--- config.mk ---
export PLATFORM = sky130hd
export DESIGN_NAME = ifeb_top
export DESIGN_NICKNAME = d
export VERILOG_FILES = /design/src/rtl/ifeb_pkg.sv /design/src/rtl/ifeb_reg_if.sv /design/src/rtl/ifeb_top.sv /design/src/rtl/ifeb_flag_reg.sv /design/src/rtl/ifeb_wb_slave.sv
export VERILOG_INCLUDE_DIRS = /design/src /design/src/rtl
export SDC_FILE = /design/constraint.sdc
export NUM_CORES = 1
export LEC_CHECK = 0
export BUFFER_PORTS_ARGS = -buffer_cell sky130_fd_sc_hd__buf_2
export CAP_MARGIN = 20
export CORE_AREA = 2 2 152 154
export DETAILED_ROUTE_END_ITERATION = 12
export DIE_AREA = 0 0 154 156
export GPL_ROUTABILITY_DRIVEN = 0
export PLACE_DENSITY = 0.49
export RECOVER_POWER = 50
export SLEW_MARGIN = 20
export SYNTH_ARGS = -nofsm -noshare
export SYNTH_HDL_FRONTEND = slang
export SYNTH_SLANG_ARGS = --single-unit
--- constraint.sdc ---
create_clock -name clk_in -period 1.44 [get_ports clk_in]
set_input_delay 0.216 -clock clk_in [delete_from_list [all_inputs] [get_ports clk_in]]
set_output_delay 0.216 -clock clk_in [all_outputs]
set_load 0.005 [all_outputs]
--- src/rtl/ifeb_defs.svh ---
// Offsets, field positions, implemented-bit masks and reset values
// How it works
// - A flag bit reads 1 after its source raised a request and 0 otherwise, and software may read and write it.
// - Every implemented flag and enable bit is 0 after power-on reset.
// - Unimplemented bit positions read 0 and ignore writes.
// - Flag register 1 holds the comparator flag at bit 2, the I2C1 master flag at bit 1, the I2C1 slave flag at bit 0.
// - Flag register 2 holds DMA4 and parallel port at bits 14-13, DMA3, CAN event, CAN receive, SPI2 event, SPI2 error at bits 4-0.
// - Flag register 3 holds the calendar clock flag at bit 14 and the DMA5 flag at bit 13, all else unimplemented.
// - Flag register 4 holds CAN transmit, DMA7, DMA6, checksum, UART2 error, UART1 error at bits 6-1, all else unimplemented.
// - Without the CAN controller the CAN event, receive and transmit sources are disabled and never take effect.
// - An enable bit at 1 lets its source's request through and at 0 blocks it.
// - Enable register 0 holds fifteen enables at bits 14-0, from DMA1 done down to external input 0, bit 15 unimplemented.
`ifndef IFEB_DEFS_SVH
`define IFEB_DEFS_SVH

`define IFEB_OFS_FLAG1        8'h00
`define IFEB_OFS_FLAG2        8'h04
`define IFEB_OFS_FLAG3        8'h08
`define IFEB_OFS_FLAG4        8'h0c
`define IFEB_OFS_EN0          8'h10
`define IFEB_OFS_EVST         8'h14
`define IFEB_OFS_EVMASK       8'h18

`define IFEB_POS_COMPARATOR   2
`define IFEB_POS_I2C1_MASTER  1
`define IFEB_POS_I2C1_SLAVE   0
`define IFEB_POS_CAN_EVENT    3
`define IFEB_POS_CAN_RECEIVE  2
`define IFEB_POS_CAN_TRANSMIT 6

`define IFEB_IMPL_FLAG1       16'h0007
`define IFEB_IMPL_FLAG2       16'h601f
`define IFEB_IMPL_FLAG3       16'h6000
`define IFEB_IMPL_FLAG4       16'h007e
`define IFEB_IMPL_EN0         16'h7fff
`define IFEB_CAN_MASK2        16'h000c
`define IFEB_CAN_MASK4        16'h0040

`define IFEB_RST_WORD         16'h0000
`define IFEB_RST_EV           4'h0
`define IFEB_RST_BUS          32'h00000000

`endif

--- src/rtl/ifeb_pkg.sv ---
// Types shared by the flag and enable bank
package ifeb_pkg;
  typedef logic [15:0] ifeb_word_type;
  typedef enum logic [2:0] {
    IFEB_SEL_FLAG1  = 3'b000,
    IFEB_SEL_FLAG2  = 3'b001,
    IFEB_SEL_FLAG3  = 3'b010,
    IFEB_SEL_FLAG4  = 3'b011,
    IFEB_SEL_EN0    = 3'b100,
    IFEB_SEL_EVST   = 3'b101,
    IFEB_SEL_EVMASK = 3'b110,
    IFEB_SEL_NONE   = 3'b111
  } ifeb_sel_type;
endpackage

--- src/rtl/ifeb_reg_if.sv ---
// Register access channel between bus slave and core
`timescale 1ns/10ps
interface ifeb_reg_if
  import ifeb_pkg::*;
  ();
  logic          wr;
  ifeb_sel_type  sel;
  logic [1:0]    be;
  ifeb_word_type wdata;
  ifeb_word_type rdata;
  modport bus  (output wr, sel, be, wdata, input rdata);
  modport core (input wr, sel, be, wdata, output rdata);
endinterface // ifeb_reg_if

--- src/rtl/ifeb_top.sv ---
// Interrupt flag status registers 1 to 4 and enable register 0
`timescale 1ns/10ps
`include "ifeb_defs.svh"
module ifeb_top
  import ifeb_pkg::*;
#(
  parameter bit CAN_PRESENT = 1'b1
)(
  input  wire logic          clk_in,
  input  wire logic          nrst_in,
  input  wire logic          wb_cyc_in,
  input  wire logic          wb_stb_in,
  input  wire logic          wb_we_in,
  input  wire logic [7:0]    wb_adr_in,
  input  wire logic [3:0]    wb_sel_in,
  input  wire logic [31:0]   wb_dat_in,
  output logic      [31:0]   wb_dat_out,
  output logic               wb_ack_out,
  input  wire ifeb_word_type flag_ev1_in,
  input  wire ifeb_word_type flag_ev2_in,
  input  wire ifeb_word_type flag_ev3_in,
  input  wire ifeb_word_type flag_ev4_in,
  input  wire ifeb_word_type flag0_in,
  input  wire ifeb_word_type en1_in,
  input  wire ifeb_word_type en2_in,
  input  wire ifeb_word_type en3_in,
  input  wire ifeb_word_type en4_in,
  output ifeb_word_type      flag1_out,
  output ifeb_word_type      flag2_out,
  output ifeb_word_type      flag3_out,
  output ifeb_word_type      flag4_out,
  output ifeb_word_type      enable0_out,
  output ifeb_word_type      req0_out,
  output ifeb_word_type      req1_out,
  output ifeb_word_type      req2_out,
  output ifeb_word_type      req3_out,
  output ifeb_word_type      req4_out,
  output logic               irq_out
);
  // CAN sources drop out of the implemented set when absent
  localparam logic [15:0] IMPL1 = `IFEB_IMPL_FLAG1;
  localparam logic [15:0] IMPL2 = CAN_PRESENT ? `IFEB_IMPL_FLAG2
                                              : (`IFEB_IMPL_FLAG2 & ~`IFEB_CAN_MASK2);
  localparam logic [15:0] IMPL3 = `IFEB_IMPL_FLAG3;
  localparam logic [15:0] IMPL4 = CAN_PRESENT ? `IFEB_IMPL_FLAG4
                                              : (`IFEB_IMPL_FLAG4 & ~`IFEB_CAN_MASK4);
  localparam logic [15:0] IMPLE = `IFEB_IMPL_EN0;

  ifeb_reg_if    rb ();
  ifeb_word_type flag1_w;
  ifeb_word_type flag2_w;
  ifeb_word_type flag3_w;
  ifeb_word_type flag4_w;
  ifeb_word_type new1_w;
  ifeb_word_type new2_w;
  ifeb_word_type new3_w;
  ifeb_word_type new4_w;
  ifeb_word_type en0_r;
  ifeb_word_type en0_nxt;
  ifeb_word_type lane;
  logic [3:0]    evst_r;
  logic [3:0]    evst_nxt;
  logic [3:0]    evmask_r;
  logic [3:0]    ev_hit;
  logic          wr1;
  logic          wr2;
  logic          wr3;
  logic          wr4;

  ifeb_wb_slave u_bus (
    .clk_in     (clk_in),
    .nrst_in    (nrst_in),
    .wb_cyc_in  (wb_cyc_in),
    .wb_stb_in  (wb_stb_in),
    .wb_we_in   (wb_we_in),
    .wb_adr_in  (wb_adr_in),
    .wb_sel_in  (wb_sel_in),
    .wb_dat_in  (wb_dat_in),
    .wb_dat_out (wb_dat_out),
    .wb_ack_out (wb_ack_out),
    .rb         (rb)
  );

  assign wr1 = rb.wr && (rb.sel == IFEB_SEL_FLAG1);
  assign wr2 = rb.wr && (rb.sel == IFEB_SEL_FLAG2);
  assign wr3 = rb.wr && (rb.sel == IFEB_SEL_FLAG3);
  assign wr4 = rb.wr && (rb.sel == IFEB_SEL_FLAG4);

  // Comparator and I2C1 flags
  ifeb_flag_reg #(.IMPL(IMPL1)) u_flag1 (
    .clk_in    (clk_in),
    .nrst_in   (nrst_in),
    .wr_in     (wr1),
    .be_in     (rb.be),
    .wdata_in  (rb.wdata),
    .set_in    (flag_ev1_in),
    .flags_out (flag1_w),
    .new_out   (new1_w)
  );

  // DMA4, parallel port, DMA3, CAN, SPI2
  ifeb_flag_reg #(.IMPL(IMPL2)) u_flag2 (
    .clk_in    (clk_in),
    .nrst_in   (nrst_in),
    .wr_in     (wr2),
    .be_in     (rb.be),
    .wdata_in  (rb.wdata),
    .set_in    (flag_ev2_in),
    .flags_out (flag2_w),
    .new_out   (new2_w)
  );

  // Calendar clock and DMA5
  ifeb_flag_reg #(.IMPL(IMPL3)) u_flag3 (
    .clk_in    (clk_in),
    .nrst_in   (nrst_in),
    .wr_in     (wr3),
    .be_in     (rb.be),
    .wdata_in  (rb.wdata),
    .set_in    (flag_ev3_in),
    .flags_out (flag3_w),
    .new_out   (new3_w)
  );

  // CAN transmit, DMA7, DMA6, checksum, UART errors
  ifeb_flag_reg #(.IMPL(IMPL4)) u_flag4 (
    .clk_in    (clk_in),
    .nrst_in   (nrst_in),
    .wr_in     (wr4),
    .be_in     (rb.be),
    .wdata_in  (rb.wdata),
    .set_in    (flag_ev4_in),
    .flags_out (flag4_w),
    .new_out   (new4_w)
  );

  // Enable register 0
  always_comb
  begin
    lane    = {{8{rb.be[1]}}, {8{rb.be[0]}}};
    en0_nxt = en0_r;
    if (rb.wr && (rb.sel == IFEB_SEL_EN0))
      en0_nxt = ((rb.wdata & lane) | (en0_r & ~lane)) & IMPLE;
  end

  always_ff @(posedge clk_in or negedge nrst_in)
  begin
    if (!nrst_in)
      en0_r <= `IFEB_RST_WORD;
    else
      en0_r <= en0_nxt;
  end

  // Forward only flagged and enabled sources
  assign req0_out = flag0_in & en0_r;
  assign req1_out = flag1_w & en1_in;
  assign req2_out = flag2_w & en2_in;
  assign req3_out = flag3_w & en3_in;
  assign req4_out = flag4_w & en4_in;

  assign flag1_out   = flag1_w;
  assign flag2_out   = flag2_w;
  assign flag3_out   = flag3_w;
  assign flag4_out   = flag4_w;
  assign enable0_out = en0_r;

  // Block event status: one bit per flag register
  assign ev_hit = {|new4_w, |new3_w, |new2_w, |new1_w};

  always_comb
  begin
    evst_nxt = evst_r;
    if (rb.wr && (rb.sel == IFEB_SEL_EVST) && rb.be[0])
      evst_nxt = evst_r & ~rb.wdata[3:0];
    evst_nxt = evst_nxt | ev_hit;
  end

  always_ff @(posedge clk_in or negedge nrst_in)
  begin
    if (!nrst_in)
      evst_r <= `IFEB_RST_EV;
    else
      evst_r <= evst_nxt;
  end

  always_ff @(posedge clk_in or negedge nrst_in)
  begin
    if (!nrst_in)
      evmask_r <= `IFEB_RST_EV;
    else if (rb.wr && (rb.sel == IFEB_SEL_EVMASK) && rb.be[0])
      evmask_r <= rb.wdata[3:0];
  end

  assign irq_out = |(evst_r & evmask_r);

  // Read mux
  always_comb
  begin
    case (rb.sel)
      IFEB_SEL_FLAG1:  rb.rdata = flag1_w;
      IFEB_SEL_FLAG2:  rb.rdata = flag2_w;
      IFEB_SEL_FLAG3:  rb.rdata = flag3_w;
      IFEB_SEL_FLAG4:  rb.rdata = flag4_w;
      IFEB_SEL_EN0:    rb.rdata = en0_r;
      IFEB_SEL_EVST:   rb.rdata = {12'h000, evst_r};
      IFEB_SEL_EVMASK: rb.rdata = {12'h000, evmask_r};
      default:         rb.rdata = `IFEB_RST_WORD;
    endcase
  end

  // Checks
  ifeb_word_type ev1_m;
  ifeb_word_type ev2_m;
  ifeb_word_type ev3_m;
  ifeb_word_type ev4_m;
  logic          clr1_lo;

  assign ev1_m   = flag_ev1_in & IMPL1;
  assign ev2_m   = flag_ev2_in & IMPL2;
  assign ev3_m   = flag_ev3_in & IMPL3;
  assign ev4_m   = flag_ev4_in & IMPL4;
  assign clr1_lo = wr1 && rb.be[0] && (rb.wdata[2:0] == 3'h0);
endmodule // ifeb_top

--- src/rtl/ifeb_flag_reg.sv ---
// One 16-bit sticky flag register
`timescale 1ns/10ps
`include "ifeb_defs.svh"
module ifeb_flag_reg
  import ifeb_pkg::*;
#(
  parameter logic [15:0] IMPL = 16'h0000
)(
  input  wire logic          clk_in,
  input  wire logic          nrst_in,
  input  wire logic          wr_in,
  input  wire logic [1:0]    be_in,
  input  wire ifeb_word_type wdata_in,
  input  wire ifeb_word_type set_in,
  output ifeb_word_type      flags_out,
  output ifeb_word_type      new_out
);
  ifeb_word_type flags_r;
  ifeb_word_type flags_nxt;
  ifeb_word_type lane;

  always_comb
  begin
    lane      = {{8{be_in[1]}}, {8{be_in[0]}}};
    flags_nxt = wr_in ? ((wdata_in & lane) | (flags_r & ~lane)) : flags_r;
    flags_nxt = (flags_nxt | set_in) & IMPL;
  end

  always_ff @(posedge clk_in or negedge nrst_in)
  begin
    if (!nrst_in)
      flags_r <= `IFEB_RST_WORD;
    else
      flags_r <= flags_nxt;
  end

  assign flags_out = flags_r;
  assign new_out   = set_in & ~flags_r & IMPL;
endmodule // ifeb_flag_reg

--- src/rtl/ifeb_wb_slave.sv ---
// Classic Wishbone slave front end
`timescale 1ns/10ps
`include "ifeb_defs.svh"
module ifeb_wb_slave
  import ifeb_pkg::*;
(
  input  wire logic        clk_in,
  input  wire logic        nrst_in,
  input  wire logic        wb_cyc_in,
  input  wire logic        wb_stb_in,
  input  wire logic        wb_we_in,
  input  wire logic [7:0]  wb_adr_in,
  input  wire logic [3:0]  wb_sel_in,
  input  wire logic [31:0] wb_dat_in,
  output logic      [31:0] wb_dat_out,
  output logic             wb_ack_out,
  ifeb_reg_if.bus          rb
);
  logic        ack_r;
  logic [31:0] dat_r;
  logic        req;

  assign req = wb_cyc_in & wb_stb_in;

  always_comb
  begin
    case (wb_adr_in)
      `IFEB_OFS_FLAG1:  rb.sel = IFEB_SEL_FLAG1;
      `IFEB_OFS_FLAG2:  rb.sel = IFEB_SEL_FLAG2;
      `IFEB_OFS_FLAG3:  rb.sel = IFEB_SEL_FLAG3;
      `IFEB_OFS_FLAG4:  rb.sel = IFEB_SEL_FLAG4;
      `IFEB_OFS_EN0:    rb.sel = IFEB_SEL_EN0;
      `IFEB_OFS_EVST:   rb.sel = IFEB_SEL_EVST;
      `IFEB_OFS_EVMASK: rb.sel = IFEB_SEL_EVMASK;
      default:          rb.sel = IFEB_SEL_NONE;
    endcase
  end

  // Write lands on the edge where ack is seen
  assign rb.wr    = req & wb_we_in & ack_r;
  assign rb.be    = wb_sel_in[1:0];
  assign rb.wdata = wb_dat_in[15:0];

  always_ff @(posedge clk_in or negedge nrst_in)
  begin
    if (!nrst_in)
      ack_r <= 1'b0;
    else
      ack_r <= req & ~ack_r;
  end

  always_ff @(posedge clk_in or negedge nrst_in)
  begin
    if (!nrst_in)
      dat_r <= `IFEB_RST_BUS;
    else if (req && !ack_r)
      dat_r <= {16'h0000, rb.rdata};
  end

  assign wb_dat_out = dat_r;
  assign wb_ack_out = ack_r;
endmodule // ifeb_wb_slave

==> impl_metrics.json <==
{
  "setup_viol": 39,
  "coreArea_um2": 22370,
  "crit_path_max_incr_delay_ns": 0.35,
  "yosys.cell_count.top_type": "buf_4",
  "hpwl_mm": 10.33,
  "peakVddDrop_mv": 0.5134,
  "worst_slew_pin_slew_ns": 0.8238,
  "tns_ns": -2.700,
  "min_path_type": "in -> reg",
  "drc": 0,
  "dr.max_layer_used": "met4",
  "start_util": 0.1693,
  "dieArea_um2": 24020,
  "ff2ff_path_depth": 6,
  "die_h_um": 156,
  "slew_headroom": 0.4508,
  "post-route-util": 0.2419,
  "cts_root_buf": "clkbuf_16",
  "path_cells": "and4_4 > nand3_4 > nor3_4 > buf_4 > nand2_1 > a2111o_1",
  "syn_area_per_cell_um2": 9.761,
  "routed_wl_mm": 12.45,
  "hp-start": "flag_ev2_in[0]",
  "grt_max_degree": 58,
  "rr_endpoint": "evst_r[1]",
  "fillers": 2446,
  "vias": 3174,
  "synth_edf_count": 0,
  "end_kind": "register",
  "ctsHtreeMaxLevel": 3,
  "crit_required_ns": 1.65,
  "dpl_cell_area_um2": 4933,
  "fp.dieW_um": 154,
  "io_buffer_count": 163,
  "clkSinkCount": 57,
  "area_delta_synth_final_pct": 42.85,
  "holdPathEnd": "u_flag2.flags_out[0]",
  "synthDominantCellAreaShare": 0.3766,
  "seq_area_frac_synth": 0.3766,
  "yosys_most_used_dff": "dfrtp_1",
  "regToRegSetupSlack_ns": -0.15,
  "powerDensity_nw_per_um2": 819.6,
  "rsz0062_at_grt": "true",
  "hold_violations": 0,
  "grtUsageTotal": 0.1015,
  "postSynthCellCount": 388,
  "hold_ws_ns": 0.08072,
  "ys_warn_count": 0,
  "fin_skew_ns": 0.006910,
  "critical_path_buf_inv_count": 1,
  "layout-drive-gt1-share": 0.4295,
  "outcome": "finished, violations left",
  "gr-total-overflow": 0,
  "ios": 387,
  "grt_pass1_wl_mm": 18.29,
  "rows": 55,
  "synth_compound_area_frac": 0.09382,
  "muxShareOfSynthArea": 0.1100,
  "netlist_top_cells_area": "dfrtp_1 (38%), buf_4 (22%), and2_1 (5.6%)",
  "wl_met2_mm": 6.169,
  "ys_top_cells_by_count": "buf_4 (113), dfrtp_1 (57), and2_1 (34), nand2_1 (34)",
  "violations": "negative setup slack",
  "period_minus_slack_ns": 1.586,
  "synth_cell_types": 51,
  "clkLatencyLatePin_ns": 0.33,
  "dr_wl_met3_um": 607,
  "avgViaCountPerCell": 3.570,
  "crit_slowest_cell": "dfrtp_1",
  "cts_tree": "yes",
  "syn-cell-area_um2": 3787,
  "worstPathArrival_ns": 1.79,
  "wl_per_cell_um": 14.00,
  "nNetsFinal": 792,
  "synth_top_family_by_area": "buffers and inverters",
  "antenna_found_initial": 2,
  "start_kind": "register",
  "drt-met1-wl_mm": 5.427,
  "maxSlewViolCount": 0,
  "multiInputGateArea_um2": 2012,
  "drtPass1Iterations": 4,
  "synth-seq-cells": 57,
  "clockBufferDepth": 2,
  "period_share": 1.101,
  "synth_top_area_cell": "dfrtp_1",
  "async_flop_share": 1.000,
  "grt_pass1_vias": 3023,
  "clk_pin_slew_ns": 0.05,
  "path_max_fanout": 5,
  "setup_ws_ns": -0.1455,
  "preCtsSetupSlack_ns": -0.3792,
  "cts_buffers": 9,
  "synthSimpleGateAreaFrac": 0.1688,
  "drv_cap": 0,
  "seqCellArea_um2": 1426,
  "leakage_nw": 2.740,
  "drt_iter0_markers": 104,
  "worstHoldPathCells": 3,
  "max_clock_freq_mhz": 630.7,
  "critPathKind": "reg -> reg",
  "path_delay_family": "simple AND/OR/NAND/NOR gates",
  "synth_fa_ha_area_frac": 0,
  "design_area_um2": 5410,
  "drtAntennaViolNets": 0,
  "worst_r2r_startpoint": "u_bus.wb_ack_out",
  "synth_xor_area_frac": 0
}
## worst reg2reg max path: stages (launching register included)
cell      delay, ns
dfrtp_1        0.35
and4_4         0.24
nand3_4        0.11
nor3_4         0.21
buf_4          0.16
nand2_1        0.05
a2111o_1       0.35
## worst max-delay path by stage
stage,startpoint,to,cells after the start
after detailed placement,wb_adr_in[0],register,6
final,u_bus.wb_ack_out,evst_r[1],6
after global routing,u_bus.wb_ack_out,evst_r[1],6
after CTS,u_bus.wb_ack_out,evst_r[1],6
after floorplan,wb_adr_in[3],evst_r[3],4
after global placement,wb_adr_in[0],register,6
## placed cells by master (no fill, tap or decap), drive strengths merged, types with 2 or more instances in the layout
cell / count
buf: 195
conb: 111
dfrtp: 57
nand2: 35
and2: 34
clkbuf: 27
mux2: 19
inv: 18
mux2i: 18
o21ai: 12
a22o: 9
o22ai: 6
nor2: 6
nor2b: 5
a32oi: 4
a22oi: 4
nor3: 3
a211o: 3
a221o: 3
nand4: 3
nand3: 3
and3: 3
nor4: 2
nand2b: 2
bufinv: 2
and4: 2
and2b: 2
## layer usage
metal / global-route usage / up-vias
met3: 0.01917 / 11
met2: 0.1710 / 136
met5: 0 / -
met4: 0.03961 / 0
li1: - / 1522
met1: 0.1285 / 1505
## power by group
group	internal (mW)	total, mW	switching (mW)
Clock	1.64	2.36	0.712
Combinational	0.193	0.460	0.267
Sequential	1.61	1.62	0.00657
Total	3.45	4.43	0.985
## timing repair
action	in CTS	in global routing
hold endpoints to repair	57	0
resized for setup	13	27
hold buffers	1	0
pin swaps	4	12
setup buffers	4	3
endpoints found under the setup margin	52	51
gates cloned	0	1
## per-stage QoR
stage	total power [mW]	std cells
2_1_floorplan	2.033	498
3_3_place_gp	2.086	866
3_5_place_dp	2.089	866
4_1_cts	4.468	885
5_1_grt	4.611	889
6_report	4.434	889
## layout make-up
class | instances | area share
Sequential cell | 57 | 0.2636
Antenna cell | 1 | 0.0004625
Tap cell | 285 | 0.06591
Clock inverter | 2 | 0.01110
Timing Repair Buffer | 210 | 0.2246
Multi-Input combinational cell | 303 | 0.3719
Clock buffer | 13 | 0.04995
Inverter | 18 | 0.01249
## cells by family after synthesis
logic type	count (synthesis)
simple gates	106
mux	38
flops	57
buf+inv	138
other cells	1
compound gates	48
(Power assumes the default switching activity.)
